File: config.mk
export PLATFORM = sky130hd
export DESIGN_NAME = nvsc_host
export DESIGN_NICKNAME = d
export VERILOG_FILES = /design/src/core/nvsc_pkg.sv /design/src/core/nvsc_cycle.sv /design/src/core/nvsc_host.sv
export VERILOG_INCLUDE_DIRS = /design/src /design/src/core
export SDC_FILE = /design/constraint.sdc
export NUM_CORES = 1
export LEC_CHECK = 0
export ABC_AREA = 1
export BUFFER_PORTS_ARGS = -buffer_cell sky130_fd_sc_hd__buf_2
export CORE_AREA = 3 3 165 167
export DETAILED_ROUTE_END_ITERATION = 8
export DIE_AREA = 0 0 168 170
export HOLD_SLACK_MARGIN = 0.12
export SYNTH_ARGS = -nofsm -noshare
export SYNTH_HDL_FRONTEND = slang
export SYNTH_SLANG_ARGS = --single-unit
File: constraint.sdc
create_clock -name sys_clk -period 5.4 [get_ports sys_clk]
set_clock_uncertainty 0.05 [all_clocks]
set_input_delay 0 -clock sys_clk [delete_from_list [all_inputs] [get_ports sys_clk]]
set_output_delay 0 -clock sys_clk [all_outputs]
set_load 0.03 [all_outputs]
File: src/core/nvsc_params.svh
// Constants for the nonvolatile SRAM host controller: timings, command addresses.
// Assumes a 40 MHz system clock; included by nvsc_cycle, nvsc_host and the pin checker, not by the package.
`ifndef NVSC_PARAMS_SVH
`define NVSC_PARAMS_SVH

// ----------------------------------------------------------------
// Clock
// ----------------------------------------------------------------
`define NVSC_CLK_MHZ          40
`define NVSC_CLK_PERIOD_NS    25

// ----------------------------------------------------------------
// Bus timing in nanoseconds, and derived cycle counts (rounded up)
// ----------------------------------------------------------------
`define NVSC_ACCESS_NS        45
`define NVSC_ACCESS_CYC       ((`NVSC_ACCESS_NS + `NVSC_CLK_PERIOD_NS - 1) / `NVSC_CLK_PERIOD_NS)
`define NVSC_WPULSE_NS        30
`define NVSC_WPULSE_CYC       ((`NVSC_WPULSE_NS + `NVSC_CLK_PERIOD_NS - 1) / `NVSC_CLK_PERIOD_NS)
`define NVSC_RECOVER_NS       15
`define NVSC_RECOVER_CYC      ((`NVSC_RECOVER_NS + `NVSC_CLK_PERIOD_NS - 1) / `NVSC_CLK_PERIOD_NS)

// ----------------------------------------------------------------
// Long waits in microseconds, plus the store pin pulse in nanoseconds
// ----------------------------------------------------------------
`define NVSC_SOFT_CMD_PROCESSING_TIME_US 70
`define NVSC_HW_STORE_GRACE_TIME_US      70
`define NVSC_RECALL_DURATION_US          50
`define NVSC_STORE_DURATION_US           12500
`define NVSC_HSB_PULSE_NS                15
`define NVSC_HSB_PULSE_CYC ((`NVSC_HSB_PULSE_NS + `NVSC_CLK_PERIOD_NS - 1) / `NVSC_CLK_PERIOD_NS)

// ----------------------------------------------------------------
// Command sequence addresses (low 14 bits only are decoded)
// ----------------------------------------------------------------
`define NVSC_SEQ_A0           15'h0e38
`define NVSC_SEQ_A1           15'h31c7
`define NVSC_SEQ_A2           15'h03e0
`define NVSC_SEQ_A3           15'h3c1f
`define NVSC_SEQ_A4           15'h303f
`define NVSC_CMD_ASDIS        15'h03f8
`define NVSC_CMD_ASEN         15'h07f0
`define NVSC_CMD_STORE        15'h0fc0
`define NVSC_CMD_RECALL       15'h0c63

`endif

File: src/core/nvsc_pkg.sv
// Types shared by the nonvolatile SRAM host controller and its pin sequencer.
// Assumes nvsc_params.svh supplies the numeric constants.
package nvsc_pkg;

	// ----------------------------------------------------------------
	// User request kinds
	// ----------------------------------------------------------------
	typedef enum logic [2:0] {
		NVSC_OP_READ   = 3'h0,
		NVSC_OP_WRITE  = 3'h1,
		NVSC_OP_STORE  = 3'h2,
		NVSC_OP_RECALL = 3'h3,
		NVSC_OP_AS_EN  = 3'h4,
		NVSC_OP_AS_DIS = 3'h5,
		NVSC_OP_HWST   = 3'h6
	} nvsc_op_t;

	// User request carrier
	typedef struct packed {
		nvsc_op_t    op;
		logic [14:0] addr;
		logic [7:0]  wdata;
	} nvsc_req_t;

	// Single pin cycle handed to the sequencer
	typedef struct packed {
		logic        wr;
		logic        keep_g;
		logic [14:0] addr;
		logic [7:0]  wdata;
	} nvsc_cyc_t;

	// Memory pins driven by the host
	typedef struct packed {
		logic        e_n;
		logic        w_n;
		logic        g_n;
		logic [14:0] addr;
	} nvsc_pins_t;

endpackage : nvsc_pkg

File: src/core/nvsc_cycle.sv
// One asynchronous SRAM pin cycle (read or write) timed in system clocks.
// Assumes the caller holds start only while ready is high.
`timescale 1ns/1ps
`default_nettype none
`include "nvsc_params.svh"

module nvsc_cycle
(
	// Clock and reset
	input  wire logic             sys_clk,
	input  wire logic             reset,
	// Request
	input  wire logic             start,
	input  wire nvsc_pkg::nvsc_cyc_t cyc,
	output logic                  ready,
	output logic                  done,
	output logic [7:0]            rdata,
	// Pins
	output nvsc_pkg::nvsc_pins_t  pins,
	output logic [7:0]            dq_o,
	output logic                  dq_oe,
	input  wire logic [7:0]       dq_i_sync
);
	import nvsc_pkg::*;

	// ----------------------------------------------------------------
	// State
	// ----------------------------------------------------------------
	typedef enum logic [1:0] {
		NVSC_C_IDLE = 2'b00,
		NVSC_C_ACT  = 2'b01,
		NVSC_C_REC  = 2'b10
	} nvsc_cst_t;

	nvsc_cst_t   st_r;          // Cycle phase
	logic [3:0]  cnt_r;         // Phase timer
	logic        wr_r;          // Current cycle is a write

	localparam logic [3:0] ACT_RD = 4'(`NVSC_ACCESS_CYC + 2);  // Extra two for input sync
	localparam logic [3:0] ACT_WR = 4'(`NVSC_WPULSE_CYC);
	localparam logic [3:0] REC    = 4'(`NVSC_RECOVER_CYC);

	assign ready = (st_r == NVSC_C_IDLE);

	// ----------------------------------------------------------------
	// Phase sequencing
	// ----------------------------------------------------------------
	always_ff @(posedge sys_clk)
	begin
		done <= 1'b0;
		if (reset)
		begin
			st_r  <= NVSC_C_IDLE;
			cnt_r <= 4'h0;
			wr_r  <= 1'b0;
			pins  <= '{e_n: 1'b1, w_n: 1'b1, g_n: 1'b1, addr: 15'h0000};
			dq_o  <= 8'h00;
			dq_oe <= 1'b0;
			rdata <= 8'h00;
		end
		else
		begin
			case (st_r)
				NVSC_C_IDLE:
				begin
					if (start)
					begin
						// Address set and E falls on the same edge: each read is E controlled RL1
						pins.addr <= cyc.addr;
						pins.e_n  <= 1'b0;
						pins.w_n  <= ~cyc.wr;                 // RL3
						pins.g_n  <= cyc.wr | cyc.keep_g;    // RL18
						dq_o      <= cyc.wdata;
						dq_oe     <= cyc.wr;
						wr_r      <= cyc.wr;
						cnt_r     <= cyc.wr ? ACT_WR : ACT_RD;
						st_r      <= NVSC_C_ACT;
					end
				end
				NVSC_C_ACT:
				begin
					if (cnt_r > 4'h1)
						cnt_r <= cnt_r - 4'h1;
					else
					begin
						// Address stays until E rises; data sampled at the end RL16
						if (!wr_r)
							rdata <= dq_i_sync;
						pins.e_n <= 1'b1;
						pins.w_n <= 1'b1;
						pins.g_n <= 1'b1;
						cnt_r    <= REC;
						st_r     <= NVSC_C_REC;
					end
				end
				NVSC_C_REC:
				begin
					// Data held one phase past the write end, then released
					dq_oe <= 1'b0;
					if (cnt_r > 4'h1)
						cnt_r <= cnt_r - 4'h1;
					else
					begin
						done <= 1'b1;
						st_r <= NVSC_C_IDLE;
					end
				end
				default:
					st_r <= NVSC_C_IDLE;
			endcase
		end
	end

endmodule : nvsc_cycle
`default_nettype wire

File: src/core/nvsc_host.sv
// Host controller for a 32K x 8 SRAM with nonvolatile shadow copy.
// Assumes the memory is wired directly to the pins; dq and busy are async.
//
// Notes on behaviour
// RL1: Command sequence advances on E-controlled read falls.
// RL2: Six command reads issued consecutively, exact order.
// RL3: Write enable held high through all six.
// RL4: Five prefix reads return ordinary stored data.
// RL5: Sixth read 0x03F8/0x07F0 toggles autosave.
// RL6: Sixth read 0x0FC0 starts store, data floats.
// RL7: Sixth read 0x0C63 starts recall.
// RL8: Decoder compares only low fourteen address bits.
// RL9: Command acted upon within 70 us.
// RL10: Device ignores inputs during store or recall.
// RL11: Hardware store: SRAM disabled within 70 us.
// RL12: Array blocked for whole store or recall.
// RL13: Read when E, G low, W, busy high.
// RL14: Read data follows address until control change.
// RL15: Write when E, W low, busy high.
// RL16: Address stable across whole write cycle.
// RL17: Data committed at rising end of write.
// RL18: Keep output enable high during writes.
// RL19: Device drivers off after write enable falls.
// RL20: Hardware store only after a write.
// RL21: Busy pin low while any store runs.
// RL22: Writes after busy falls are inhibited.
// RL23: Write held off until new enable fall.
// RL24: Chip enable high deselects device.
// RL25: Broken order or write resets detector.
`timescale 1ns/1ps
`default_nettype none
`include "nvsc_params.svh"

module nvsc_host
#(
	parameter int CLK_MHZ   = `NVSC_CLK_MHZ,
	parameter int SS_US     = `NVSC_SOFT_CMD_PROCESSING_TIME_US,
	parameter int GRACE_US  = `NVSC_HW_STORE_GRACE_TIME_US,
	parameter int RECALL_US = `NVSC_RECALL_DURATION_US,
	parameter int STORE_US  = `NVSC_STORE_DURATION_US
)
(
	// Clock and reset
	input  wire logic                sys_clk,
	input  wire logic                reset,
	// User request
	input  wire logic                req_valid,
	input  wire nvsc_pkg::nvsc_req_t req,
	output logic                     req_ready,
	// User answer
	output logic                     rsp_valid,
	output logic [7:0]               rsp_rdata,
	output logic                     busy,
	// Memory pins
	output nvsc_pkg::nvsc_pins_t     mem_pins,
	output logic [7:0]               dq_o,
	output logic                     dq_oe,
	input  wire logic [7:0]          dq_i,
	// Store request / busy pin, open drain
	output logic                     hw_store_busy_n_o,
	output logic                     hw_store_busy_n_oe,
	input  wire logic                hw_store_busy_n_i
);
	import nvsc_pkg::*;

	// ----------------------------------------------------------------
	// Derived wait counts (cycles)
	// ----------------------------------------------------------------
	localparam int SS_CYC     = SS_US * CLK_MHZ;
	localparam int GRACE_CYC  = GRACE_US * CLK_MHZ;
	localparam int RECALL_CYC = RECALL_US * CLK_MHZ;
	localparam int STORE_CYC  = STORE_US * CLK_MHZ;
	localparam int PULSE_CYC  = `NVSC_HSB_PULSE_CYC;

	// ----------------------------------------------------------------
	// States
	// ----------------------------------------------------------------
	typedef enum logic [2:0] {
		NVSC_IDLE  = 3'b000,
		NVSC_ISSUE = 3'b001,
		NVSC_WAIT  = 3'b010,
		NVSC_HOLD  = 3'b011,
		NVSC_PULSE = 3'b100,
		NVSC_BUSYW = 3'b101
	} nvsc_st_t;

	nvsc_st_t    st_r;              // Main sequence state
	nvsc_req_t   req_r;             // Latched request
	logic [2:0]  step_r;            // Command read index 0..5
	logic [31:0] tmr_r;             // Long wait timer
	logic        busy_seen_r;       // Busy pin observed low since the store wait began

	// ----------------------------------------------------------------
	// Input synchronisers: two flops before any use
	// ----------------------------------------------------------------
	logic [8:0]  sync1_r;           // First stage, read only by second
	logic [8:0]  sync2_r;           // Second stage

	always_ff @(posedge sys_clk)
	begin
		if (reset)
		begin
			sync1_r <= 9'h1ff;
			sync2_r <= 9'h1ff;
		end
		else
		begin
			sync1_r <= {hw_store_busy_n_i, dq_i};
			sync2_r <= sync1_r;
		end
	end

	logic busy_pin_n;               // Synchronised store/busy level
	assign busy_pin_n = sync2_r[8];

	// ----------------------------------------------------------------
	// Command address table for the six reads
	// ----------------------------------------------------------------
	function automatic logic [14:0] seq_addr(input logic [2:0] i, input nvsc_op_t op);
		logic [14:0] a;
		a = 15'h0000;
		case (i)
			3'h0: a = `NVSC_SEQ_A0;
			3'h1: a = `NVSC_SEQ_A1;
			3'h2: a = `NVSC_SEQ_A2;
			3'h3: a = `NVSC_SEQ_A3;
			3'h4: a = `NVSC_SEQ_A4;
			default:
			begin
				case (op)
					NVSC_OP_STORE:  a = `NVSC_CMD_STORE;   // RL6
					NVSC_OP_RECALL: a = `NVSC_CMD_RECALL;  // RL7
					NVSC_OP_AS_DIS: a = `NVSC_CMD_ASDIS;   // RL5
					default:        a = `NVSC_CMD_ASEN;    // RL5
				endcase
			end
		endcase
		// Top bit left zero; only the low 14 bits are decoded RL8
		seq_addr = a & 15'h3fff;
	endfunction : seq_addr

	// ----------------------------------------------------------------
	// Pin cycle sequencer
	// ----------------------------------------------------------------
	logic      cyc_start;           // Launch one pin cycle
	logic      cyc_ready;           // Sequencer idle
	logic      cyc_done;            // Pin cycle finished
	logic [7:0] cyc_rdata;          // Sampled read data
	nvsc_cyc_t cyc;                 // Cycle descriptor
	logic      is_cmd;              // Request is a six-read command

	assign is_cmd = (req_r.op != NVSC_OP_READ) && (req_r.op != NVSC_OP_WRITE)
		&& (req_r.op != NVSC_OP_HWST);

	always_comb
	begin
		cyc.wr     = (req_r.op == NVSC_OP_WRITE);
		cyc.keep_g = 1'b0;
		cyc.addr   = is_cmd ? seq_addr(step_r, req_r.op) : req_r.addr;
		cyc.wdata  = req_r.wdata;
	end

	// Only issue while busy pin reads high, no access during a store RL22
	// Not in the done cycle: the sequencer is idle then, but the step is stale
	assign cyc_start = (st_r == NVSC_ISSUE) && cyc_ready && !cyc_done && busy_pin_n;

	nvsc_cycle u_cycle
	(
		.sys_clk   (sys_clk),
		.reset     (reset),
		.start     (cyc_start),
		.cyc       (cyc),
		.ready     (cyc_ready),
		.done      (cyc_done),
		.rdata     (cyc_rdata),
		.pins      (mem_pins),
		.dq_o      (dq_o),
		.dq_oe     (dq_oe),
		.dq_i_sync (sync2_r[7:0])
	);

	// ----------------------------------------------------------------
	// Handshake outputs
	// ----------------------------------------------------------------
	assign req_ready = (st_r == NVSC_IDLE);
	assign busy      = (st_r != NVSC_IDLE) || !busy_pin_n;  // RL21

	// ----------------------------------------------------------------
	// Main sequence
	// ----------------------------------------------------------------
	always_ff @(posedge sys_clk)
	begin
		rsp_valid <= 1'b0;
		if (reset)
		begin
			st_r               <= NVSC_IDLE;
			req_r              <= '0;
			step_r             <= 3'h0;
			tmr_r              <= 32'h0000_0000;
			busy_seen_r        <= 1'b0;
			rsp_rdata          <= 8'h00;
			hw_store_busy_n_oe <= 1'b0;
		end
		else
		begin
			case (st_r)
				NVSC_IDLE:
				begin
					if (req_valid)
					begin
						req_r  <= req;
						step_r <= 3'h0;
						st_r   <= (req.op == NVSC_OP_HWST) ? NVSC_PULSE : NVSC_ISSUE;
						tmr_r  <= 32'(PULSE_CYC);
						if (req.op == NVSC_OP_HWST)
							hw_store_busy_n_oe <= 1'b1;  // Pull the pin low RL11
					end
				end
				NVSC_ISSUE:
				begin
					// No other access is interleaved between command reads RL2
					if (cyc_done)
					begin
						rsp_rdata <= cyc_rdata;  // Prefix reads return stored data RL4
						if (is_cmd && step_r != 3'h5)
							step_r <= step_r + 3'h1;
						else if (is_cmd)
						begin
							// Give the device its processing time before any access RL9
							tmr_r       <= 32'(SS_CYC);
							busy_seen_r <= 1'b0;
							st_r        <= NVSC_WAIT;
						end
						else
						begin
							rsp_valid <= 1'b1;
							st_r      <= NVSC_IDLE;
						end
					end
				end
				NVSC_WAIT:
				begin
					// Store and recall lock the device out, so extend the wait RL10 RL12
					if (tmr_r != 32'h0000_0000)
						tmr_r <= tmr_r - 32'h0000_0001;
					else if (req_r.op == NVSC_OP_RECALL)
					begin
						tmr_r <= 32'(RECALL_CYC);
						st_r  <= NVSC_HOLD;
					end
					else if (req_r.op == NVSC_OP_STORE)
					begin
						tmr_r <= 32'(STORE_CYC);
						st_r  <= NVSC_BUSYW;
					end
					else
					begin
						rsp_valid <= 1'b1;
						st_r      <= NVSC_IDLE;
					end
				end
				NVSC_HOLD:
				begin
					if (tmr_r != 32'h0000_0000)
						tmr_r <= tmr_r - 32'h0000_0001;
					else
					begin
						rsp_valid <= 1'b1;
						st_r      <= NVSC_IDLE;
					end
				end
				NVSC_PULSE:
				begin
					// Hold the request pulse, then release and wait the grace window plus the store time
					if (tmr_r > 32'h0000_0001)
						tmr_r <= tmr_r - 32'h0000_0001;
					else
					begin
						hw_store_busy_n_oe <= 1'b0;
						tmr_r              <= 32'(GRACE_CYC + STORE_CYC);
						busy_seen_r        <= 1'b0;
						st_r               <= NVSC_BUSYW;
					end
				end
				NVSC_BUSYW:
				begin
					// Store may be skipped if nothing was written; busy stays high then RL20
					// First cycles ignored: the synchroniser still shows our own request pulse
					if (!busy_pin_n && (tmr_r + 32'd3 <= 32'(GRACE_CYC + STORE_CYC)))
						busy_seen_r <= 1'b1;
					if (tmr_r != 32'h0000_0000)
						tmr_r <= tmr_r - 32'h0000_0001;
					if ((busy_seen_r && busy_pin_n) || tmr_r == 32'h0000_0000)
					begin
						rsp_valid <= 1'b1;
						st_r      <= NVSC_IDLE;
					end
				end
				default:
					st_r <= NVSC_IDLE;
			endcase
		end
	end

	// Open-drain: only ever drives low
	assign hw_store_busy_n_o = 1'b0;

endmodule : nvsc_host
`default_nettype wire

## Word-level counts from Yosys, hierarchy flattened

Cells that the tools add are included.

| word-level totals | value |
|---|---|
| output and inout bits | 40 |
| bits in registers | 136 |
| logic and storage cells | 173 |
| bits of input ports | 38 |

| cells by class | value |
|---|---|
| add/sub/neg operators | 4 |
| $lt $le $gt $ge | 3 |
| reductions and logical operators | 41 |
| bitwise operators | 4 |
| muxes and demuxes | 62 |
| equality and inequality tests | 36 |

Operators by type and width:

| cell | count |
|---|---|
| 32-bit two-way mux | 9 |
| 32-bit one-hot mux with 5 select lines | 1 |
| 14-bit one-hot mux with 5 select lines | 1 |
| 3-bit two-way mux | 15 |
| 12-bit one-hot mux with 3 select lines | 1 |
| 32-bit by 2-bit adder with 32-bit output, second input constant | 1 |
| 32-bit by 1-bit > comparator with 1-bit output, second input constant | 1 |
| 32-bit by 19-bit <= comparator with 1-bit output, second input constant | 1 |
| 32-bit logical NOT | 1 |
| 32-bit nonzero test | 1 |
| 32-bit by 1-bit subtractor with 32-bit output, second input constant | 1 |
| 2-bit != test, second input constant | 11 |
| 3-bit by 2-bit equality test with 1-bit output, second input constant | 6 |
| 18-bit two-way mux | 1 |
| 3-bit one-hot mux with 6 select lines | 1 |
| 1-bit two-way mux | 17 |
| 3-bit equality test, second input constant | 5 |
| 15-bit two-way mux | 1 |
| 7-bit AND reduction | 2 |
| 4-bit two-way mux | 3 |
| 3-bit one-hot mux with 2 select lines | 2 |
| 4-bit one-hot mux with 3 select lines | 1 |
| 3-bit AND reduction | 4 |
| 3-bit nonzero test | 4 |
| 27 further kinds | 59 |

## Longest topological paths before layout

Gate-level depths: netlist (run 1).

| depth | value |
|---|---|
| depth in word-level cells | 7 |
| gate-level depth with buffers | 16 |
| gate-level depth less buffers | 14 |

## Hierarchy

A second synthesis (run 1) with hierarchy kept.

| second synthesis, totals | value |
|---|---|
| cell total of the unflattened synthesis | 1,185 |
| area total of the unflattened synthesis | 7,723.7 µm² |

By module, submodules not included:

| module | cells an instance | times used | area an instance (µm²) | sequential area each (µm²) |
|---|---|---|---|---|
| nvsc_host | 954 | 1 | 5,952.0 | 1,861.8 |
| nvsc_cycle | 231 | 1 | 1,771.7 | 860.8 |

## Least setup slack after synthesis (run 1)

No wires, ideal clock.

| timing | value |
|---|---|
| path type | register to register |
| start point | register tmr_r[0] |
| end point | register busy_seen_r |
| slack | 3,354 ps |
| setup time | 66 ps |
| arrival time | 1,930 ps |
| path buffers | 1 |
| stages on the path, launching flop included | 13 |
| period minus slack after synthesis | 2,046 ps |
| data required time | 5,284 ps |
| cells stage by stage | dfxtp_1 inv_1 ha_1 nor2_2 nand2_4 nor2_4 buf_6 nand3_1 xor2_1 nand3_1 nor3_2 nand3_1 a21oi_2 |

| on the way | value |
|---|---|
| longest elaborated chain between the ends | 5 |
| elaborated cells on any way between the ends | 7 |
| those cells by class | add/sub: 1; order compare: 2; eq/ne: 2; reduce/logical: 2 |

Ends and longest elaborated chain:

| element | RTL line | RTL |
|---|---|---|
| from (decl) | nvsc_host.sv:90 | `logic [31:0] tmr_r;` |
| from (signal assigned) | nvsc_host.sv:214 | `tmr_r <= 32'(PULSE_CYC);` |
| from (signal assigned) | nvsc_host.sv:230 | `tmr_r <= 32'(SS_CYC);` |
| from (signal assigned) | nvsc_host.sv:245 | `tmr_r <= tmr_r - 32'h0000_0001;` |
| 32-bit by 2-bit adder with 32-bit output | nvsc_host.sv:289 | `if (!busy_pin_n && (tmr_r + 32'd3 <= 32'(GRACE_CYC + STORE_CYC)))` |
| 32-bit by 19-bit <= comparator with 1-bit output | nvsc_host.sv:289 |  |
| 1-bit logical AND | nvsc_host.sv:289 |  |
| 2-bit != test (no source line) | -- |  |
| 6-bit AND reduction (no source line) (*) | -- |  |
| to (signal assigned) | nvsc_host.sv:231 | `busy_seen_r <= 1'b0;` |
| to (signal assigned) | nvsc_host.sv:281 | `busy_seen_r <= 1'b0;` |
| to (signal assigned) | nvsc_host.sv:290 | `busy_seen_r <= 1'b1;` |
| to (decl) | nvsc_host.sv:91 | `logic busy_seen_r;` |

Mark *: on every way between the ends. The rest lies on a longest branch, timed or not.
A chain may end at the register's enable or synchronous reset.

## Worst setup path after layout (run 1)

| timing | value |
|---|---|
| start point | register st_r[0] |
| end point | register u_cycle.pins[0] (netlist bit) |

| on the way | value |
|---|---|
| longest elaborated chain between the ends | 5 |

Ends and longest elaborated chain:

| element | RTL line | RTL |
|---|---|---|
| from (decl) | nvsc_host.sv:87 | `nvsc_st_t st_r;` |
| from (signal assigned) | nvsc_host.sv:213 | `st_r <= (req.op == NVSC_OP_HWST) ? NVSC_PULSE : NVSC_ISSUE;` |
| 3-bit by 1-bit equality test with 1-bit output | nvsc_host.sv:165 | `assign cyc_start = (st_r == NVSC_ISSUE) && cyc_ready && !cyc_done && busy_pin_n;` |
| 1-bit logical AND (3 in a row) | nvsc_host.sv:165 |  |
| 2-bit AND reduction (no source line) | -- |  |
| to (signal assigned) | nvsc_cycle.sv:56 | `pins <= '{e_n: 1'b1, w_n: 1'b1, g_n: 1'b1, addr: 15'h0000};` |
| to (decl) | nvsc_cycle.sv:19 | `output nvsc_pkg::nvsc_pins_t pins,` |

Every way passes these cells.

==> results of run 1 <==
## cell usage after synthesis (2+ instances only)
cell type	count	area share (%)
clkinv_1	2	0.10
buf_6	3	0.45
nand2_4	2	0.30
dfxtp_1	136	37
nand3_1	59	4.0
inv_1	95	4.8
xor2_1	28	3.3
xnor2_1	6	0.71
clkbuf_1	22	1.1
o21ai_0	78	5.2
nor3b_1	3	0.30
o31ai_1	2	0.20
nor3_2	3	0.40
buf_2	15	1.0
a21oi_1	90	6.1
a21oi_2	3	0.35
nor2_4	9	1.4
o22ai_1	4	0.34
a211oi_1	5	0.50
nand3b_1	2	0.20
o211ai_1	4	0.40
nor2_2	15	1.3
nand4_1	18	1.5
nor3_1	23	1.5
buf_4	5	0.50
o21bai_1	2	0.20
nand2_2	10	0.84
ha_1	14	2.4
nand2_1	193	9.7
nor2_1	165	8.3
nand3_2	2	0.27
o21ai_1	10	0.67
buf_1	2	0.10
or2_2	19	1.6
inv_2	18	0.91
## per-stage QoR
stage                     area [sq um]  std cells  setup WS [ns]  hold slack (ns)
final                             9220       1540           2.49            0.177
after floorplan                   7440       1085           3.35           0.0538
after global routing              9220       1540           2.21            0.221
after CTS                         9220       1540           2.53            0.142
after global placement            8020       1451           2.47            0.133
after detailed placement          8020       1451           2.55            0.136
## timing repair
item | 4_1_cts | 5_1_grt
hold buffers | 57 | 0
resized for setup | 0 | 0
endpoints found under the hold margin | 38 | 0
setup buffers | 0 | 0
## final cells by class
cell class                 instances  area [sq um]
multi-input combinational        786          4050
inverter                         116           438
fill                            2698         16700
clock inverter                    14           186
timing repair buffer             135           966
tap                              335           419
clock buffer                      18           439
sequential                       136          2720
## how the worst max path moves through the flow
stage / endpoint / depth (start not counted) / startpoint
2_1_floorplan: busy_seen_r$_SDFFE_PP0P_ / 12 / tmr_r[0]$_SDFFE_PP0P_
4_1_cts: u_cycle.pins[0]$_SDFFE_PP0P_ / 9 / st_r[0]$_SDFFE_PP0P_
5_1_grt: tmr_r[25]$_SDFFE_PP0P_ / 12 / st_r[1]$_SDFFE_PP0P_
3_3_place_gp: u_cycle.pins[0]$_SDFFE_PP0P_ / 9 / st_r[0]$_SDFFE_PP0P_
6_report: u_cycle.pins[0]$_SDFFE_PP0P_ / 9 / st_r[0]$_SDFFE_PP0P_
3_5_place_dp: req_r[12]$_SDFFE_PP0P_ / 6 / st_r[0]$_SDFFE_PP0P_
## layer usage
metal	vias to the layer above	global-route usage, %	part of all wire (%)
met1	3347	20.1	49
met5	-	0	0
li1	3730	-	-
met2	197	23.3	45
met4	0	4.34	1.3
met3	23	2.56	4.8
## logic make-up (layout without fill, tap and decap cells)
kind of cell	Yosys count	count (layout)	synth area share, %
other	1	1	0.0504
flip-flops	136	136	36.6
AND/OR/NAND/NOR	532	532	33.1
buffers and inverters	163	283	9.06
XOR/XNOR	34	34	4.00
adder cells (fa/ha/maj)	14	14	2.35
AO/OA/AOI/OAI	205	205	14.8
## flip-flops by register name, indices dropped and copies added, names as in the netlist
name and cells:
u_cycle.cnt_r 4, cyc 8, tmr_r 32, hw_store_busy_n_oe 1, sync2_r 9, rsp_rdata 8
u_cycle.st_r 2, step_r 3, u_cycle.wr_r 1, u_cycle.done 1, u_cycle.dq_oe 1, busy_seen_r 1
u_cycle.pins 18, req_r 18, u_cycle.rdata 8, sync1_r 9, rsp_valid 1, u_cycle.dq_o 8
st_r 3
## report_power, final
group          switching [mW]  leakage, nW  total [mW]  internal, mW
Sequential              0.235         1.11        1.47          1.23
Clock                   0.483        0.311        1.24         0.754
Combinational            1.66         2.54        2.47         0.816
Total                    2.37         3.96        5.17          2.80
## critical path, stage by stage (launching register included)
cell and delay [ns]:
dfxtp_1 0.36, inv_2 0.05, nor2_1 0.15, nand2_1 0.30, nor2_2 0.23, nand3_2 0.36
clkinv_1 0.59, nand2_1 0.26, a21oi_1 0.32, a21oi_1 0.11
==> impl_metrics.toml, run 1 <==
[clocking]
clk_pin_slew_ns = 0.06
cts_buffers = 17
clk_latency_ns = 0.42
clk_path_buf_depth = 2
cts.sinks = 136
cts_tree = "yes"
root_buffer = "clkbuf_16"
htreeDepth = 4

[worst_setup_path]
end_kind = "flip-flop"
crit_fanout = 28
reg2reg_depth = 9
timing.rr.end = "u_cycle.pins[0]$_SDFFE_PP0P_"
worstSetupPathType = "reg2reg"
cp.required_ns = 5.65
reg2reg_slack_ns = 2.49
start_kind = "flip-flop"
arrival_ns = 3.16
r2r-start = "st_r[0]$_SDFFE_PP0P_"

[die]
core_sq_um = 25900
die_y_um = 170
die_area_sq_um = 28600
num_rows = 59
initial_core_util_pct = 28.7
die-width_um = 168
io_pins = 78

[routing]
drc = 0
dr.pass1.iters = 7
drt-total-wl_mm = 20.6
vias = 7297
vias_per_cell = 4.74
wl_per_cell_um = 13.4
drt_iter0_markers = 443
drtAntennaViolNets = 0

[synthesis]
syn-num-nets = 1137
synth-edff-count = 0
ys_ff_latch = 136
yosysWarningCount = 0
ys.flop_type = "dfxtp_1"
syn_avg_cell_area_sq_um = 6.86
syn_area_sq_um = 7440
ys_seq_area_share_pct = 36.6
synth_cell_types = 53
synthCells = 1085
async_flop_share_pct = 0

[min_path]
hp-class = "in2reg"
min_from = "req_valid"
whs_path_depth = 5
hold_path_end = "hw_store_busy_n_oe$_SDFFE_PP0P_"

[sta]
fin_crit_sh_pct = 54.0
tns_ns = 0
layout_min_cycle_time_ns = 2.91
rsz0062_at_grt = "no"
fmax_mhz = 343
slew_headroom_pct = 29.4
drv_slew = 0
setup_viol = 0
tightest_slew_ns = 1.06
finalHoldViolCount = 0

[finish]
final_core_util_pct = 35.6
final_cell_mix = "nand2_1, nor2_1, dfxtp_1"
fin_nets = 1244
diodes = 0
drive_above_1_share_pct = 16.5
area_growth_pct = 23.8
layout_commonest_cell = "nand2_1"

[outcome]
status = "finished clean"

[global_route]
grt_pass1_wl_mm = 34.4
grt_use_total_pct = 14.6
antenna_found_initial = 0
grt_max_degree = 74
overflow = 0
grt_pass1_vias = 6921

[power_and_ir_drop]
fin_total_pwr_mw = 5.17
pwr_density_cell_nw_per_um2 = 561
vdd_drop_max_uv = 317
leakage_nw = 3.96

[placement]
place_hpwl_mm = 14.4
portBuffers = 76
place_congestion = 0.890

[run]
cap_violations = 0
Power figures use the tool's default switching activity.
==> inputs of run 2 (changes only) <==
==> constraint.sdc (replaced) <==
create_clock -name sys_clk -period 2.5 [get_ports sys_clk]
set_clock_uncertainty 0.05 [all_clocks]
set_input_delay 0 -clock sys_clk [delete_from_list [all_inputs] [get_ports sys_clk]]
set_output_delay 0 -clock sys_clk [all_outputs]
set_load 0.03 [all_outputs]
==> run 2 against run 1 <==
Against the previous run: die area stayed put; power rose by 120%; non-clock buffer count grew 33; first-iteration DRC count grew 3.4%; via count up 1.0%; combinational power increased by 140%; wire length rose by 3.0%; hold slack improved by 0.054 ns; clock power up 100%; core utilization increased by 0.80 points; fmax rose by 26%; worst setup slack got worse by 2.3 ns; highest routed layer unchanged.
==> impl_metrics.toml, run 2 (synthesized netlist as in run 1, its figures left out) <==
[outcome]
status = "finished clean"

[power_and_ir_drop]
p_sw_mw = 5.27
leakage_nw = 4.10
switching_share_pct = 46.4
internal_power_mw = 6.08
p_seq_share_pct = 26.7
pwr_density_cell_nw_per_um2 = 1200
p_comb_share_pct = 51.2
clkPwrFrac_pct = 22.0
vdd_drop_max_uv = 640

[finish]
nFillCells = 2685
final_cell_mix = "nand2_1, nor2_1, dfxtp_1"
diodes = 0
fin_nets = 1277
regArea_sq_um = 2720
area_growth_pct = 26.6
multiInputGateArea_sq_um = 4050
layout_commonest_cell = "nand2_1"
regMostFlops = "tmr_r"
largestRegisters = "tmr_r (32), req_r (18), u_cycle.pins (18)"
drive_above_1_share_pct = 18.6
largest_reg_flops = 32
stdcell_count = 1573

[die]
num_rows = 59
die_area_sq_um = 28600
die_y_um = 170
io_pins = 78
die-width_um = 168
initial_core_util_pct = 28.7
core_sq_um = 25900

[placement]
place_congestion = 0.966
place_hpwl_mm = 15.3
dp.cells = 1483
portBuffers = 76
place_ws_ns = 0.207

[clocking]
clk_pin_slew_ns = 0.06
root_buffer = "clkbuf_16"
cts.sinks = 136
htreeDepth = 4
cts_resized = 0
cts_buffers = 17
post-cts-setup-buffers = 0
cts_tree = "yes"
clk_latency_ns = 0.43
clk_path_buf_depth = 2

[global_route]
grt_max_degree = 73
grt_pass1_wl_mm = 35.7
grt_use_total_pct = 15.1
antenna_found_initial = 0
grt_pass1_vias = 7312
overflow = 0

[routing]
drtAntennaViolNets = 0
drt-total-wl_mm = 21.2
drt_iter0_markers = 458
vias = 7370
vias_per_cell = 4.69
drc = 0
wl_per_cell_um = 13.5
dr.pass1.iters = 5

[worst_setup_path]
path_cells = "inv_1 > ha_1 > nor2_2 > nand2_4 > nor2_4 > nand3_1 > xor2_1 > nand3_1 > nor3_2 > nand3_1 > a21oi_2"
arrival_ns = 2.62
cpMaxStageDelayCell = "dfxtp_1"
crit_fanout = 11
crit_path_max_incr_delay_ns = 0.43
cp.required_ns = 2.81
cp_common_cell = "nand3_1"
worstSetupPathType = "reg2reg"
start_kind = "flip-flop"
end_kind = "flip-flop"

[sta]
rsz0062_at_grt = "no"
fmax_mhz = 433
tightest_slew_ns = 0.787
fin_ws_ns = 0.191
fin_crit_sh_pct = 92.4
drv_slew = 0
setup_viol = 0
layout_min_cycle_time_ns = 2.31
whs_ns = 0.230
finalHoldViolCount = 0
slew_headroom_pct = 47.5
tns_ns = 0

[min_path]
hp-class = "in2reg"

[run]
cap_violations = 0
run 2: path summary, 6_finish.rpt:
kind                               from                         endpoint  slack (ns)  cells past startpoint
hold / removal                req_valid  hw_store_busy_n_oe$_SDFFE_PP0P_        0.23                      6
setup / recovery  tmr_r[0]$_SDFFE_PP0P_         busy_seen_r$_SDFFE_PP0P_        0.19                     11
setup reg to reg  tmr_r[0]$_SDFFE_PP0P_         busy_seen_r$_SDFFE_PP0P_        0.19                     11
hold reg to reg   sync1_r[6]$_SDFF_PP1_            sync2_r[6]$_SDFF_PP1_        0.36                      1
run 2: repair_timing:
action / in CTS / in global routing
setup endpoints to repair: 0 / 0
hold endpoints to repair: 46 / 0
hold buffers: 58 / 0
run 2: critical path: cells and delay by family (launching register included):
family	cells	cell delay [ns]
adder cells (fa/ha/maj)	1	0.27
XOR/XNOR	1	0.15
flip-flops	1	0.43
buffers and inverters	1	0.14
AND/OR/NAND/NOR	7	1.11
AO/OA/AOI/OAI	1	0.11
run 2: area by class of cell:
| class | instances | area share [%] |
|---|---|---|
| multi-input combinational | 786 | 42.9 |
| sequential | 136 | 28.9 |
| tap | 335 | 4.45 |
| timing repair buffer | 168 | 12.9 |
| inverter | 116 | 4.65 |
| clock buffer | 20 | 4.85 |
| clock inverter | 12 | 1.34 |
run 2: routing by layer:
| layer | vias up | global-route usage [%] | routed length (um) |
|---|---|---|---|
| li1 | 3783 | - | - |
| met1 | 3340 | 20.0 | 10100 |
| met2 | 208 | 24.4 | 9410 |
| met3 | 39 | 3.14 | 1220 |
| met4 | 0 | 5.48 | 507 |
| met5 | - | 0 | 0 |
run 2: per-stage QoR:
stage / instance area, sq um / power (mW) / utilization [%]
6_report: 9430 / 11.4 / 36.4
2_1_floorplan: 7440 / 7.25 / -
3_3_place_gp: 8260 / 8.66 / 31.9
3_5_place_dp: 8260 / 8.67 / 31.9
4_1_cts: 9430 / 11.4 / 36.4
5_1_grt: 9430 / 12.3 / 36.4
run 2: power by group through the flow:
stage               Sequential, mW  Clock [mW]  Combinational [mW]
finish                        3.04        2.50                5.82
global placement              3.06           0                5.60
detailed placement            3.06           0                5.61
global route                  3.10        2.65                6.52
floorplan                     3.21           0                4.04
CTS                           3.03        2.55                5.78
